==> config.mk <==
export PLATFORM = sky130hd
export DESIGN_NAME = sip_pending_status
export DESIGN_NICKNAME = d
export VERILOG_FILES = /design/src/sip_pkg.sv /design/src/sip_sticky_if.sv /design/src/sip_sticky_bank.sv /design/src/sip_pending_status.sv
export SDC_FILE = /design/constraint.sdc
export NUM_CORES = 1
export LEC_CHECK = 0
export CORE_ASPECT_RATIO = 0.5
export CORE_MARGIN = 2
export CORE_UTILIZATION = 50
export DETAILED_ROUTE_END_ITERATION = 10
export DONT_BUFFER_PORTS = 1
export PLACE_DENSITY_LB_ADDON = 0.1
export SYNTH_ARGS = -nofsm -noshare
export SYNTH_HDL_FRONTEND = slang
export SYNTH_SLANG_ARGS = --single-unit
==> constraint.sdc <==
create_clock -name clk -period 1.6 [get_ports clk]
set_input_delay 0.08 -clock clk [delete_from_list [all_inputs] [get_ports clk]]
set_output_delay 0.08 -clock clk [all_outputs]
set_load 0.005 [all_outputs]
==> src/sip_pkg.sv <==
// constants and register map of the sticky interrupt pending status block
package sip_pkg;
  localparam int          ADDR_W       = 9;
  localparam int          DATA_W       = 8;
  localparam int          NUM_REF      = 10;
  localparam int          NUM_PLL      = 4;
  localparam int          NUM_REF_LOW  = 8;
  localparam int          NUM_FLAGS    = NUM_REF + NUM_PLL;
  // register offsets
  localparam logic [8:0]  OFS_HOLD     = 9'h180;
  localparam logic [8:0]  OFS_REF_LOW  = 9'h182;
  localparam logic [8:0]  OFS_REF_HIGH = 9'h183;
  localparam logic [8:0]  OFS_PLL      = 9'h184;
  // reset values and fills
  localparam logic [7:0]  RST_HOLD     = 8'h00;
  localparam logic [7:0]  RST_FLAGS    = 8'h00;
  localparam logic [7:0]  READ_ZERO    = 8'h00;
  // field positions inside the flag vector
  localparam int          POS_REF_HIGH = NUM_REF_LOW;
  localparam int          POS_PLL      = NUM_REF;
  localparam int          W_REF_HIGH   = NUM_REF - NUM_REF_LOW;
endpackage

==> src/sip_sticky_if.sv <==
// carrier between the register front end and the sticky flag bank
`timescale 1ns/10ps
interface sip_sticky_if #(parameter int W = 14);
  logic [W-1:0] evt;
  logic [W-1:0] clr;
  logic         hold;
  logic [W-1:0] flags;
  modport ctrl (output evt, output clr, output hold, input flags);
  modport bank (input evt, input clr, input hold, output flags);
endinterface

==> src/sip_sticky_bank.sv <==
// bank of sticky pending flags with write-one-to-clear and update hold
`timescale 1ns/10ps
module sip_sticky_bank #(
  parameter int W = 14
) (
  input  wire logic clk,
  input  wire logic rst_n,
  sip_sticky_if.bank sb
);
  logic [W-1:0] flags_r;
  logic [W-1:0] flagsNxt;
  logic [W-1:0] kept;

  // clear first, then set unless the hold blocks updates
  assign kept     = flags_r & ~sb.clr;
  assign flagsNxt = sb.hold ? kept : (kept | sb.evt);
  assign sb.flags = flags_r;

  // flag storage
  always_ff @(posedge clk) begin
    if (!rst_n) begin
      flags_r <= '0;
    end else begin
      flags_r <= flagsNxt;
    end
  end

  chk_hold_blocks_set: assert property (@(posedge clk) disable iff (!rst_n)
    sb.hold |=> ((flags_r & ~$past(flags_r)) == '0))
    else $error("sticky flag set while hold active");
  chk_event_sets_flag: assert property (@(posedge clk) disable iff (!rst_n)
    (!sb.hold && (sb.evt != '0)) |=> ((flags_r & $past(sb.evt)) == $past(sb.evt)))
    else $error("event did not set its flag");
  chk_clear_one_only: assert property (@(posedge clk) disable iff (!rst_n)
    (sb.evt == '0) |=> (flags_r == ($past(flags_r) & ~$past(sb.clr))))
    else $error("clear touched the wrong flags");
endmodule // sip_sticky_bank

==> src/sip_pending_status.sv <==
// sticky interrupt pending status registers with host update hold
// Contract
// - non-zero hold register stops all hardware updates of the sticky flags.
// - pending flags of references seven to zero sit in bits seven..zero.
// - references nine and eight in bits one, zero; upper bits read zero.
// - pll zero to three pending in bits zero to three; upper bits zero.
`timescale 1ns/10ps
module sip_pending_status #(
  parameter int NREF = sip_pkg::NUM_REF,
  parameter int NPLL = sip_pkg::NUM_PLL
) (
  input  wire logic                        clk,
  input  wire logic                        rst_n,
  input  wire logic [sip_pkg::ADDR_W-1:0]  regAddr,
  input  wire logic                        regWrEn,
  input  wire logic [sip_pkg::DATA_W-1:0]  regWrData,
  input  wire logic                        regRdEn,
  output logic      [sip_pkg::DATA_W-1:0]  regRdData,
  output logic                             regRdValid,
  input  wire logic [NREF-1:0]             refEvent,
  input  wire logic [NPLL-1:0]             pllEvent,
  output logic      [NREF-1:0]             refPending,
  output logic      [NPLL-1:0]             pllPending,
  output logic                             holdActive
);
  localparam int NF = NREF + NPLL;

  // register state
  logic [sip_pkg::DATA_W-1:0] hold_r;
  logic [sip_pkg::DATA_W-1:0] holdNxt;
  logic [sip_pkg::DATA_W-1:0] rdData_r;
  logic [sip_pkg::DATA_W-1:0] rdDataNxt;
  logic                       rdValid_r;
  logic                       holdOn_r;
  logic [NF-1:0]              flagCopy_r;

  sip_sticky_if #(.W(NF)) stk ();

  sip_sticky_bank #(.W(NF)) u_bank (
    .clk   (clk),
    .rst_n (rst_n),
    .sb    (stk.bank)
  );

  // one-hot address decode
  function automatic logic hit(input logic [sip_pkg::ADDR_W-1:0] a, input logic [sip_pkg::ADDR_W-1:0] ofs);
    hit = (a == ofs);
  endfunction

  // decode of the four mapped registers
  wire selHold    = hit(regAddr, sip_pkg::OFS_HOLD);
  wire selRefLow  = hit(regAddr, sip_pkg::OFS_REF_LOW);
  wire selRefHigh = hit(regAddr, sip_pkg::OFS_REF_HIGH);
  wire selPll     = hit(regAddr, sip_pkg::OFS_PLL);

  // field slices of the flag vector
  wire [sip_pkg::NUM_REF_LOW-1:0] refLowFlags  = stk.flags[sip_pkg::NUM_REF_LOW-1:0];
  wire [sip_pkg::W_REF_HIGH-1:0]  refHighFlags = stk.flags[sip_pkg::POS_REF_HIGH +: sip_pkg::W_REF_HIGH];
  wire [NPLL-1:0]                 pllFlags     = stk.flags[sip_pkg::POS_PLL +: NPLL];

  // read views with reserved bits held at zero
  wire [sip_pkg::DATA_W-1:0] viewRefLow  = refLowFlags;
  wire [sip_pkg::DATA_W-1:0] viewRefHigh = {{(sip_pkg::DATA_W-sip_pkg::W_REF_HIGH){1'b0}}, refHighFlags};
  wire [sip_pkg::DATA_W-1:0] viewPll     = {{(sip_pkg::DATA_W-NPLL){1'b0}}, pllFlags};

  // write-one-to-clear masks; zero bits and reserved bits do nothing
  wire wrRefLow  = regWrEn && selRefLow;
  wire wrRefHigh = regWrEn && selRefHigh;
  wire wrPll     = regWrEn && selPll;
  wire [sip_pkg::NUM_REF_LOW-1:0] clrRefLow  = wrRefLow ? regWrData[sip_pkg::NUM_REF_LOW-1:0] : '0;
  wire [sip_pkg::W_REF_HIGH-1:0]  clrRefHigh = wrRefHigh ? regWrData[sip_pkg::W_REF_HIGH-1:0] : '0;
  wire [NPLL-1:0]                 clrPll     = wrPll ? regWrData[NPLL-1:0] : '0;

  // hand the events, clears and hold to the bank
  assign stk.evt  = {pllEvent, refEvent};
  assign stk.clr  = {clrPll, clrRefHigh, clrRefLow};
  assign stk.hold = (hold_r != sip_pkg::RST_HOLD);

  // hold register next value
  assign holdNxt = (regWrEn && selHold) ? regWrData : hold_r;

  // registered read mux; unmapped offsets read zero
  always_comb begin
    rdDataNxt = sip_pkg::READ_ZERO;
    if (regRdEn) begin
      if (selHold) begin
        rdDataNxt = hold_r;
      end else if (selRefLow) begin
        rdDataNxt = viewRefLow;
      end else if (selRefHigh) begin
        rdDataNxt = viewRefHigh;
      end else if (selPll) begin
        rdDataNxt = viewPll;
      end else begin
        rdDataNxt = sip_pkg::READ_ZERO;
      end
    end
  end

  // hold register
  always_ff @(posedge clk) begin
    if (!rst_n) begin
      hold_r <= sip_pkg::RST_HOLD;
    end else begin
      hold_r <= holdNxt;
    end
  end

  // read answer, one cycle after the request
  always_ff @(posedge clk) begin
    if (!rst_n) begin
      rdData_r  <= sip_pkg::READ_ZERO;
      rdValid_r <= 1'b0;
    end else begin
      rdData_r  <= rdDataNxt;
      rdValid_r <= regRdEn;
    end
  end

  // status outputs, copied from the bank flags and the hold one cycle later
  always_ff @(posedge clk) begin
    if (!rst_n) begin
      flagCopy_r <= '0;
      holdOn_r   <= 1'b0;
    end else begin
      flagCopy_r <= stk.flags;
      holdOn_r   <= stk.hold;
    end
  end

  assign regRdData  = rdData_r;
  assign regRdValid = rdValid_r;
  assign refPending = flagCopy_r[NREF-1:0];
  assign pllPending = flagCopy_r[NF-1:NREF];
  assign holdActive = holdOn_r;

  // a non-zero hold freezes every flag against new events
  chk_hold_freezes_flags: assert property (@(posedge clk) disable iff (!rst_n)
    ((hold_r != sip_pkg::RST_HOLD) && !regWrEn) |=> (stk.flags == $past(stk.flags)))
    else $error("sticky flags changed while held without a host write");

  // low reference read returns the flags of the request cycle
  chk_ref_low_read: assert property (@(posedge clk) disable iff (!rst_n)
    (regRdEn && selRefLow) |=> (regRdValid && regRdData == $past(viewRefLow)))
    else $error("reference low read does not match flags");

  // a reference event with the hold open shows as pending two cycles on
  chk_ref_event_pending: assert property (@(posedge clk) disable iff (!rst_n)
    (refEvent[0] && hold_r == sip_pkg::RST_HOLD) |-> ##2 refPending[0])
    else $error("reference event not shown as pending");

  // upper reserved bits of the high reference register read zero
  chk_ref_high_reserved: assert property (@(posedge clk) disable iff (!rst_n)
    (regRdEn && selRefHigh) |=> (regRdData[sip_pkg::DATA_W-1:sip_pkg::W_REF_HIGH] == '0
      && regRdData[sip_pkg::W_REF_HIGH-1:0] == $past(refHighFlags)))
    else $error("reference high read wrong or reserved bits set");

  // pll register reads the pll flags in the low nibble only
  chk_pll_read_view: assert property (@(posedge clk) disable iff (!rst_n)
    (regRdEn && selPll) |=> (regRdData[sip_pkg::DATA_W-1:NPLL] == '0
      && regRdData[NPLL-1:0] == $past(pllFlags)))
    else $error("pll read wrong or reserved bits set");

  // writing one clears a pll flag when no event arrives with it
  chk_pll_write_clear: assert property (@(posedge clk) disable iff (!rst_n)
    (wrPll && regWrData[0] && !pllEvent[0]) |=> !pllFlags[0] ##1 !pllPending[0])
    else $error("pll flag not cleared by write of one");

  // writing zero leaves a set flag alone
  chk_zero_write_keeps: assert property (@(posedge clk) disable iff (!rst_n)
    (wrRefLow && !regWrData[0] && refLowFlags[0]) |=> refLowFlags[0])
    else $error("write of zero cleared a reference flag");

  // an event in the clearing cycle wins over the clear
  chk_set_beats_clear: assert property (@(posedge clk) disable iff (!rst_n)
    (wrRefLow && regWrData[1] && refEvent[1] && hold_r == sip_pkg::RST_HOLD) |=> refLowFlags[1])
    else $error("event lost against a simultaneous clear");

  // unmapped offsets answer zero
  chk_unmapped_zero: assert property (@(posedge clk) disable iff (!rst_n)
    (regRdEn && !(selHold || selRefLow || selRefHigh || selPll)) |=> (regRdValid && regRdData == '0))
    else $error("unmapped read returned non-zero");

  // hold output follows the hold register after one cycle
  chk_hold_output: assert property (@(posedge clk) disable iff (!rst_n)
    (regWrEn && selHold && regWrData != sip_pkg::RST_HOLD) |-> ##2 holdActive)
    else $error("hold status not shown after non-zero write");

  // writing zero to the hold register drops the hold status two cycles on
  chk_hold_release_opens: assert property (@(posedge clk) disable iff (!rst_n)
    (regWrEn && selHold && regWrData == sip_pkg::RST_HOLD) |-> ##2 !holdActive)
    else $error("hold status still shown after zero write");

  // hold register reads back as written
  chk_hold_read_back: assert property (@(posedge clk) disable iff (!rst_n)
    (regRdEn && selHold) |=> (regRdValid && regRdData == $past(hold_r)))
    else $error("hold register read back wrong");

  // an event under hold leaves a clear flag clear, host write or not
  chk_hold_drops_event: assert property (@(posedge clk) disable iff (!rst_n)
    ((hold_r != sip_pkg::RST_HOLD) && refEvent[2] && !refLowFlags[2]) |=> !refLowFlags[2])
    else $error("event set a flag while hold active");

  // no read request, no answer and a zero data bus
  chk_idle_read_zero: assert property (@(posedge clk) disable iff (!rst_n)
    !regRdEn |=> (!regRdValid && regRdData == sip_pkg::READ_ZERO))
    else $error("read answer without a read request");

  // a pll event with the hold open shows as pending two cycles on
  chk_pll_event_pending: assert property (@(posedge clk) disable iff (!rst_n)
    (pllEvent[0] && hold_r == sip_pkg::RST_HOLD) |-> ##2 pllPending[0])
    else $error("pll event not shown as pending");

  // the top reference event lands in the high register
  chk_ref_high_pending: assert property (@(posedge clk) disable iff (!rst_n)
    (refEvent[NREF-1] && hold_r == sip_pkg::RST_HOLD) |-> ##2 refPending[NREF-1])
    else $error("top reference event not shown as pending");

  // writing one clears a high reference flag when no event arrives with it
  chk_ref_high_clear: assert property (@(posedge clk) disable iff (!rst_n)
    (wrRefHigh && regWrData[0] && !refEvent[sip_pkg::POS_REF_HIGH]) |=> !refHighFlags[0])
    else $error("high reference flag not cleared by write of one");

  // ones in reserved bits only clear nothing
  chk_reserved_write_ignored: assert property (@(posedge clk) disable iff (!rst_n)
    (wrRefHigh && regWrData[sip_pkg::W_REF_HIGH-1:0] == '0) |=> ((~refHighFlags & $past(refHighFlags)) == '0))
    else $error("reserved bit write cleared a flag");
endmodule // sip_pending_status

After elaboration in Yosys (flattened, before gate mapping)
Cells that the tools add are included.
- equal/unequal tests: 4
- reduce and logical (&&, ||, !) cells: 6
- bitwise logic cells: 3
- mux-type cells: 8
- operators with widths (operator ; count):
    equality test 9 bit, second input constant ; 4
    2-to-1 mux 8 bit ; 3
    bitwise AND 14 bit ; 1
    2-to-1 mux 14 bit ; 1
    NOT 14 bit ; 1
    bitwise OR 14 bit ; 1
    2-to-1 mux 4 bit ; 3
    nonzero test 8 bit ; 1
    logical AND 1 bit ; 4
    2-to-1 mux 2 bit ; 1
    AND reduction 2 bit ; 1
- output and inout bits: 24
- register bits: 46
- input port bits: 35

Logic depth before layout (Yosys ltp)
Gate-level depths: netlist of the first run.
- word-level depth: 7
- gate-level depth with buffers: 6

Modules after synthesis
A second synthesis of the first run with hierarchy kept.
- cells, all modules: 210
- area, all modules: 2108.3 sq um
- modules (own cells, without submodules) (module ; times used ; area each (sq um) ; cells each):
    sip_pending_status ; 1 ; 1418.9 ; 152
    sip_sticky_bank ; 1 ; 689.4 ; 58

Worst setup path before layout of the first run
Ideal clock, no wire load.
- path kind: input port to flip-flop
- start point: input port regAddr[3] in the netlist's numbering
- end point: register u_bank.flags_r[6] (netlist: u_bank.sb.flags[6])
- slack: 0.076 ns
- data required time: 1.483 ns
- data arrival time: 1.408 ns
- stages on the path: 5
- setup time: 0.117 ns
- cell sequence: or4b_4 -> buf_6 -> nor4b_4 -> nand2_1 -> a22o_1
- cells in the longest elaborated chain, start to end: 7
- RTL lines (element ; line ; text):
    from (decl) ; sip_pending_status.sv:14 ; input wire logic [sip_pkg::ADDR_W-1:0] regAddr,
    equality test 9 bit (*) ; sip_pending_status.sv:47 ; hit = (a == ofs);
    logical AND 1 bit (*) ; sip_pending_status.sv:67 ; wire wrRefLow = regWrEn && selRefLow;
    2-to-1 mux 8 bit (*) ; sip_pending_status.sv:70 ; wire [sip_pkg::NUM_REF_LOW-1:0] clrRefLow = wrRefLow ? regWrData[sip_pkg::NUM_REF_LOW-1:0] : '0;
    NOT 14 bit (*) ; sip_sticky_bank.sv:15 ; assign kept = flags_r & ~sb.clr;
    bitwise AND 14 bit (*) ; sip_sticky_bank.sv:15 ;
    bitwise OR 14 bit ; sip_sticky_bank.sv:16 ; assign flagsNxt = sb.hold ? kept : (kept | sb.evt);
    2-to-1 mux 14 bit (*) ; sip_sticky_bank.sv:16 ;
    to (signal assigned) ; sip_sticky_bank.sv:24 ; flags_r <= flagsNxt;
    to (decl) ; sip_sticky_bank.sv:10 ; logic [W-1:0] flags_r;
Mark *: on every way between the ends. The rest lies on a longest branch, timed or not.
A chain may end at the register's enable or synchronous reset.

Final worst setup path of the first run
- start point: input port regAddr[3] in the netlist's numbering
- end point: register hold_r[1] in the netlist's numbering
- cells in the longest elaborated chain, start to end: 2
- RTL lines (element ; line ; text):
    equality test 9 bit ; sip_pending_status.sv:47 ;
    logical AND 1 bit ; sip_pending_status.sv:80 ; assign holdNxt = (regWrEn && selHold) ? regWrData : hold_r;
    to (signal assigned) ; sip_pending_status.sv:103 ; hold_r <= sip_pkg::RST_HOLD;
    to (signal assigned) ; sip_pending_status.sv:105 ; hold_r <= holdNxt;
    to (decl) ; sip_pending_status.sv:29 ; logic [sip_pkg::DATA_W-1:0] hold_r;
Every way passes these cells.

==> results of run 1 <==
==> placed cells by master, fill, tap and decap left out, types with 5 or more instances in the layout <==
master / n
sky130_fd_sc_hd__buf_4: 7
sky130_fd_sc_hd__inv_1: 6
sky130_fd_sc_hd__dfxtp_1: 46
sky130_fd_sc_hd__clkbuf_8: 5
sky130_fd_sc_hd__nor2_1: 10
sky130_fd_sc_hd__nand3_1: 10
sky130_fd_sc_hd__a21oi_1: 5
sky130_fd_sc_hd__and2_1: 13
sky130_fd_sc_hd__o21ai_1: 10
sky130_fd_sc_hd__nand2_1: 26
sky130_fd_sc_hd__dlygate4sd3_1: 40
sky130_fd_sc_hd__a22o_1: 14
==> flip-flops by register name (all words and copies together), names as in the netlist <==
signal and flops:
holdActive 1, regRdData 8, hold_r 8, flagCopy_r 14
regRdValid 1, u_bank.sb.flags 14
==> cells by family after synthesis <==
logic type / Yosys count / share of synthesized area, %
compound gates: 35 / 13.9
mux: 4 / 2.34
flops: 46 / 53.9
simple gates: 75 / 25.7
buf+inv: 16 / 4.17
==> routing by layer <==
| layer | up-vias | part of all wire (%) | track usage (%) |
|---|---|---|---|
| met2 | 59 | 44 | 35.2 |
| met1 | 697 | 48 | 33.0 |
| met4 | 0 | 1.1 | 9.06 |
| li1 | 699 | - | - |
| met5 | - | 0 | 0 |
| met3 | 6 | 6.5 | 7.50 |
==> synthesized netlist by cell type <==
cell type,instances,share of area (%)
sky130_fd_sc_hd__dfxtp_1,46,54
sky130_fd_sc_hd__a21oi_1,5,1.5
sky130_fd_sc_hd__inv_1,6,1.3
sky130_fd_sc_hd__nand3b_2,1,0.66
sky130_fd_sc_hd__a22oi_1,2,0.88
sky130_fd_sc_hd__and2_1,13,4.8
sky130_fd_sc_hd__or3_1,1,0.37
sky130_fd_sc_hd__and3_1,1,0.37
sky130_fd_sc_hd__nand3_1,10,2.9
sky130_fd_sc_hd__clkbuf_1,8,1.8
sky130_fd_sc_hd__o21bai_1,2,0.88
sky130_fd_sc_hd__nand2b_1,1,0.37
sky130_fd_sc_hd__nor4_1,2,0.73
sky130_fd_sc_hd__nor4_4,2,2.5
sky130_fd_sc_hd__nor2b_1,3,1.1
sky130_fd_sc_hd__nand2_1,26,5.7
sky130_fd_sc_hd__a22o_1,14,7.2
sky130_fd_sc_hd__nor4b_4,1,1.4
sky130_fd_sc_hd__nor3_4,1,0.95
sky130_fd_sc_hd__buf_4,1,0.44
sky130_fd_sc_hd__nor2_1,10,2.2
sky130_fd_sc_hd__mux2i_1,4,2.3
sky130_fd_sc_hd__o21ai_0,2,0.59
sky130_fd_sc_hd__buf_6,1,0.66
sky130_fd_sc_hd__or4b_4,1,0.81
sky130_fd_sc_hd__nor3b_1,2,0.88
sky130_fd_sc_hd__o21ai_1,10,2.9
==> path summary, 6_finish.rpt <==
path | end | slack [ns] | start
max | hold_r[1] | 0.08 | regAddr[3]
min | u_bank.sb.flags[12] | 0.02 | regAddr[1]
max reg2reg | u_bank.sb.flags[9] | 0.17 | hold_r[3]
min reg2reg | flagCopy_r[10] | 0.46 | u_bank.sb.flags[10]
==> repair_timing <==
| item | 4_1_cts | 5_1_grt |
|---|---|---|
| hold endpoints to repair | 46 | 0 |
| setup endpoints to repair | 0 | 4 |
| resized for setup | 0 | 1 |
| hold buffers | 40 | 0 |
| buffers inserted | 0 | 3 |
==> power groups by stage <==
stage                     sequential (mW)  combinational [mW]  clock (mW)
after global placement               1.26               0.112           0
after detailed placement             1.26               0.115           0
after global routing                 1.24               0.218       0.733
final                                1.23               0.199       0.668
after CTS                            1.23               0.196       0.678
after floorplan                      1.25               0.114           0
==> final cells by class <==
| cell class | instances | share of cell area (%) |
|---|---|---|
| clock buffer | 5 | 3.05 |
| clock inverter | 2 | 0.443 |
| inverter | 6 | 0.997 |
| multi-input combinational | 114 | 31.7 |
| sequential | 46 | 40.8 |
| tap | 40 | 2.22 |
| timing repair buffer | 49 | 20.8 |
==> stage by stage <==
stage / utilization, % / setup slack, ns / power, mW / instances / instance area [um^2]
2_1_floorplan: - / 0.0756 / 1.36 / 176 / 1710
3_3_place_gp: 55.7 / 0.0674 / 1.37 / 211 / 1750
3_5_place_dp: 55.7 / 0.0730 / 1.37 / 211 / 1750
4_1_cts: 71.0 / 0.0104 / 2.10 / 258 / 2230
5_1_grt: 72.0 / 0.0279 / 2.19 / 262 / 2260
6_report: 72.0 / 0.0771 / 2.10 / 262 / 2260
==> tightest hold or removal path, cell delays in order <==
cell,delay (ns)
sky130_fd_sc_hd__nor4_4,0.03
sky130_fd_sc_hd__nand2_1,0.06
sky130_fd_sc_hd__a22o_1,0.11
==> impl.org, run 1 <==
** Status
- Run status :: completed

** Layout
- In the final layout, the multi-input gates occupy 717 um^2.
- In the final layout, the share of cells above drive strength 1 is 9.91%.
- Total area of sequential cells :: between 900 and 1000 um^2
- ANT cells :: 0
- The layout has 257 filler cells.
- Syn-to-layout area delta :: 32.1%
- Fin nets :: 257

** Setup path
- The critical path is of the in -> reg type.
- Cell breakdown of the critical path :: or4b_4 -> nor3_4 -> buf_6 -> nand3_1 -> dlygate4sd3_1 -> o21ai_1
- Critical path launch point type :: primary input
- The critical path contains buffers and inverters numbering 2 combined.
- Delay of the slowest cell on the worst path :: 0.61 ns
- The worst setup path is captured at a register.
- Number of cell instances on the worst register-to-register path :: 4
- Data on the critical path arrives at its endpoint at about 1.8 ns.
- Of all nets on the critical path, the largest fanout is 8.
- Critical-path top delay cell :: sky130_fd_sc_hd__or4b_4
- Counting buffers and inverters, the worst setup path is 6 cells deep.
- For the worst setup path, the data required time is 1.84 ns.
- On the critical path the largest part of the delay comes from simple AND/OR/NAND/NOR gates.

** Routing
- Using the TritonRoute via totals, the vias-per-cell ratio works out to 5.58.
- Violation count after the first detailed-routing iteration :: 123
- Number of vias in the routed layout :: 1,461
- The final layout contains routed wiring with a total length of 4370 um.
- Dividing the detail-routed wire length by the instance count gives 16.7 um.
- Number of search-and-repair iterations in the first detailed-routing pass :: 4
- DRC viols :: 0
- In this run the remaining antenna-violating nets after routing total 0.

** Global routing
- The number of global-route vias before repair is about 1,400.
- The initial antenna violation count was 0.
- Global routing finished with a remaining overflow of 0.
- Wire length of the first global-routing pass :: 6800 um
- Entering global routing, the biggest net connects 17 pins.
- Gr usage total :: around a quarter

** Timing
- Summed over all failing endpoints, the final setup total negative slack is 0 ns.
- The worst path uses 95.2% of the clock period.
- Unrepaired setup endpoints after global routing :: no
- Number of failing setup endpoints in the final timing report :: 0
- Hold Fails Final Rpt :: 0
- Worst slew pin tran :: 0.582 ns
- Worst Hold Slack :: 0.0155 ns
- Static timing analysis puts the maximum clock frequency at 657 MHz.
- In this run the tightest slew margin relative to its limit is about three fifths.
- The number of slew-limit violations in the final report came to 0.
- Counting I/O delays and the setup requirement, the final critical path takes 1.52 ns.
- The clock arrives with a little over 0.007 ns of skew.

** Placed design
- After legalization and detailed placement, the total HPWL measured approximately 2700 um.
- Gpl congestion :: 0.869
- During placement, the flow inserted port buffers numbering 0.

** Clock tree
- Source-to-sink clock delay at the later pin of the worst-skew pair :: 0.30 ns
- After clock tree synthesis, the clock-pin slew on the worst setup and hold paths is roughly 0.080 ns.
- TritonCTS clock tree :: yes
- TritonCTS created 5 clock buffers.
- In this run the deepest clock path goes through 2 buffers.
- The clock net in this run drives a total of 46 sinks.
- The root buffer cell chosen for the clock tree is sky130_fd_sc_hd__clkbuf_8.
- H-tree levels :: 2

** Worst hold path
- Hold Crit Depth :: 3
- Min-delay worst type :: in -> reg

** Floorplan
- Die Outline Area :: 3930 um^2
- DIE WIDTH :: 86.7 um
- Boundary Pins :: 59
- The floorplan has 14 rows.
- Effective utilization at floorplan :: 54.5%
- Die Height :: between 40 and 50 um
- The floorplan step defined a core boundary enclosing about 3100 um^2.

** Power and ir drop
- The clock network burns 31.8% of the power.
- Switching power :: 484 uW
- Proportion of power drawn by combinational gates :: under 10%
- Leakage :: 0.901 nW
- IR analysis of the VDD net gives a maximum drop of ~0.55 mV.
- For this design the ratio of total power to cell area is between 900 and 1000 nW/um^2.
- Switching Fraction :: between 20% and 30%
- Sequential Power Share :: between 50% and 60%
- Internal power comes to about 1.6 mW.

** Synth
- The number of nets in the synthesized netlist is ~210.
- Synthesis handed over a netlist of 176 instances.
- After synthesis, the mean cell area works out to 9.71 um^2.
- Synthesis instantiated 27 different standard cells from the library.
- After synthesis the netlist holds a flip-flop and latch count of 46.
- The share of the Yosys chip area taken by registers is 53.9%.
- In this run the cell area of the synthesized design comes to between 1500 and 2000 um^2.
- Count of yosys warnings during synthesis :: 0

** Job
- The tool flagged a number of max-cap violations equal to 0.
Note: power is estimated with default switching activity, not from simulation.
==> run 2: changes to the inputs <==
- clock period: 1.6 -> 1.4 ns (I/O delays scaled with it)
==> impl.org, run 2 (synthesis gave the netlist of run 1 again) <==
** Worst hold path
- The worst hold path terminates at u_bank.sb.flags[8].
- Min-delay worst type :: in -> reg
- The worst hold path begins at rst_n.
- The worst hold path was traced through 2 stages.

** Power and ir drop
- The worst-case IR drop observed on VDD is 0.543 mV.
- Leakage :: 0.940 nW
- For this design the ratio of total power to cell area is 1090 nW/um^2.

** Timing
- Worst slew pin tran :: 0.562 ns
- The final count of hold timing violations came to 0.
- Total count of max-transition violations in the final report :: 0
- Slew margin rel. :: a little over three fifths
- The tightest hold path in the finished design has a slack of 0.0297 ns.
- Derived from the worst setup path, the maximum achievable clock frequency is 765 MHz.
- The final critical path takes up just over 90% of the cycle.
- Number of failing setup endpoints in the final timing report :: 0
- Clock skew on the completed layout was measured at 0.00888 ns.
- Crit path setup slack, layout :: 0.0923 ns
- Min cycle time layout :: 1.31 ns

** Layout
- Fin nets :: 258
- Syn-to-layout area delta :: 37.0%
- The finished cells cover 2340 um^2.
- Fill cell count :: 232
- The library cell used most frequently in the layout, excluding fill and tap cells, is sky130_fd_sc_hd__dfxtp_1.
- Highest-count cells in the layout ignoring fill and taps :: sky130_fd_sc_hd__dfxtp_1, sky130_fd_sc_hd__dlygate4sd3_1, sky130_fd_sc_hd__nand2_1
- Fraction of layout cells with a size suffix above 1 :: 11.2%
- The repair_antennas step left the layout with diodes totalling 0.

** Setup path
- R2r startpoint :: hold_r[3]
- Of all nets on the critical path, the largest fanout is 10.
- Reg-to-reg slack, setup :: 0.09 ns
- For this run, the slowest stage of the critical path takes 0.33 ns.
- Critical-path top delay cell :: sky130_fd_sc_hd__dfxtp_1
- Critical Path AT :: 1.55 ns
- Walking the worst path, the cells encountered are nor4_2 -> buf_4 -> and3_1 -> buf_6 -> a22o_1.
- The worst register-to-register path ends at u_bank.sb.flags[9].
- Startpoint-to-endpoint class of the critical path :: reg -> reg
- Buffers & Inverters on Critical Path :: 2
- Critical path launch point type :: register
- Number of cell instances on the worst register-to-register path :: 5
- Tracing the worst setup path back leads to its startpoint at hold_r[3].
- The cell family contributing the most delay on the critical path is simple AND/OR/NAND/NOR gates.
- Worst endpoint required time :: 1.65 ns
- The worst setup path is captured at a register.

** Routing
- Number of vias in the routed layout :: 1,449
- Violation count after the first detailed-routing iteration :: 69
- In the routed layout, each cell is associated on average with a via count of 5.49.
- Post-route ant nets :: 0
- The routed design has 4400 um of wire.
- In the final routed layout, each cell accounts on average for 16.6 um.
- Number of search-and-repair iterations in the first detailed-routing pass :: 4
- For this run, design rule violations remaining after detail routing come to 0.

** Clock tree
- Setup fix buffers added after clock tree synthesis :: 0
- TritonCTS built the clock tree.
- Inserted Clock Buffers :: 5
- Buffer cell driving the clock tree root :: sky130_fd_sc_hd__clkbuf_8
- CTS sink cnt :: 46
- Clock latency on the worst-skew pair, taken at its later pin, is around 0.3 ns.
- H-tree levels :: 2
- Register clock-pin slew on the reported worst setup and hold paths :: 0.09 ns
- Maximum count of clock buffers along a single path :: 2

** Floorplan
- For this design the top-level I/O count stands at just under 60.
- The die covers around 4000 um^2.
- The initialized floorplan defines 14 standard-cell rows.
- Die Height :: 45.3 um
- Standard cell core area :: 3140 um^2
- Once the floorplan was initialized, standard cells occupied a little over half of the core.
- The die is 86.7 um wide.

** Placed design
- At the placement stage, the worst setup path has a slack of -0.158 ns.
- Port Buf Inserts :: 0
- Standard cell area after detailed placement :: 1800 um^2
- Gpl congestion :: approximately 0.75
- The wire-length estimate of the detail-placed layout is 2700 um.

** Global routing
- Antenna violations before repair :: 0
- Via count of the first global-routing pass :: 1,390
- For this run the aggregate overflow at the end of global routing stands at 0.
- Wire length of the first global-routing pass :: 6770 um
- Global routing consumed, over all layers together, 23.6% of the routing resources.
- Pin count of the biggest net entering global routing :: 18

** Job
- Max-cap violations in this run came to 0.

** Status
- The flow ran to the end, and the final reports show no timing, DRC or antenna violations.
## run 2: changes by cell type in the layout (fill, tap and decap cells not counted)
| cell | change |
|---|---|
| sky130_fd_sc_hd__buf_2 | -1 |
| sky130_fd_sc_hd__or3_1 | -1 |
| sky130_fd_sc_hd__clkbuf_8 | +2 |
| sky130_fd_sc_hd__dlygate4sd3_1 | +2 |
| sky130_fd_sc_hd__or3_4 | +1 |
| sky130_fd_sc_hd__buf_12 | +2 |
| sky130_fd_sc_hd__buf_4 | -2 |
| sky130_fd_sc_hd__clkinv_2 | -2 |
| sky130_fd_sc_hd__nor4_1 | -2 |
| sky130_fd_sc_hd__clkinv_4 | +1 |
| sky130_fd_sc_hd__nor4_2 | +2 |
## run 2: through the flow
step	std cells	setup TNS (ns)	power, mW	util [%]
floorplan	176	-0.850	1.56	-
global placement	214	-1.17	1.57	57.4
detailed placement	214	-1.51	1.57	57.4
CTS	264	0	2.56	74.2
global route	264	-0.0152	2.65	74.7
finish	264	0	2.56	74.7
## run 2: power by group
group	switching, mW	total, mW	internal, mW	leakage [nW]
registers	0.0303	1.41	1.38	0.379
logic	0.102	0.253	0.150	0.506
clock network	0.450	0.902	0.452	0.0544
total	0.582	2.56	1.98	0.940
## run 2: per-layer routing
layer / up-vias / GRT usage (%) / share of wire [%]
li1: 696 / - / -
met1: 687 / 30.6 / 48
met2: 62 / 39.1 / 44
met3: 4 / 7.50 / 7.4
met4: 0 / 6.25 / 0.75
met5: - / 0 / 0
## run 2: worst max path at each step
stage                    endpoint  cells past startpoint  slack, ns
2_1_floorplan  u_bank.sb.flags[0]                      5      -0.11
3_3_place_gp         regRdData[4]                      5      -0.14
3_5_place_dp         regRdData[6]                      5      -0.16
4_1_cts        u_bank.sb.flags[1]                      5       0.02
5_1_grt        u_bank.sb.flags[9]                      5     -0.008
6_report       u_bank.sb.flags[9]                      5       0.09
## run 2: layout make-up
class / instances / area, um^2 / share of cell area (%)
flip-flops and latches: 46 / 921 / 39.3
multi-input cells: 114 / 734 / 31.4
repair buffers: 50 / 509 / 21.7
clock buffers: 7 / 96.3 / 4.11
well taps: 40 / 50.0 / 2.14
inverters: 6 / 22.5 / 0.962
clock inverters: 1 / 8.76 / 0.374
## run 2: repair_timing
item / in CTS / in global routing
gates resized for setup: 0 / 3
hold endpoints to repair: 46 / 0
hold buffers: 42 / 0
setup endpoints to repair: 0 / 10
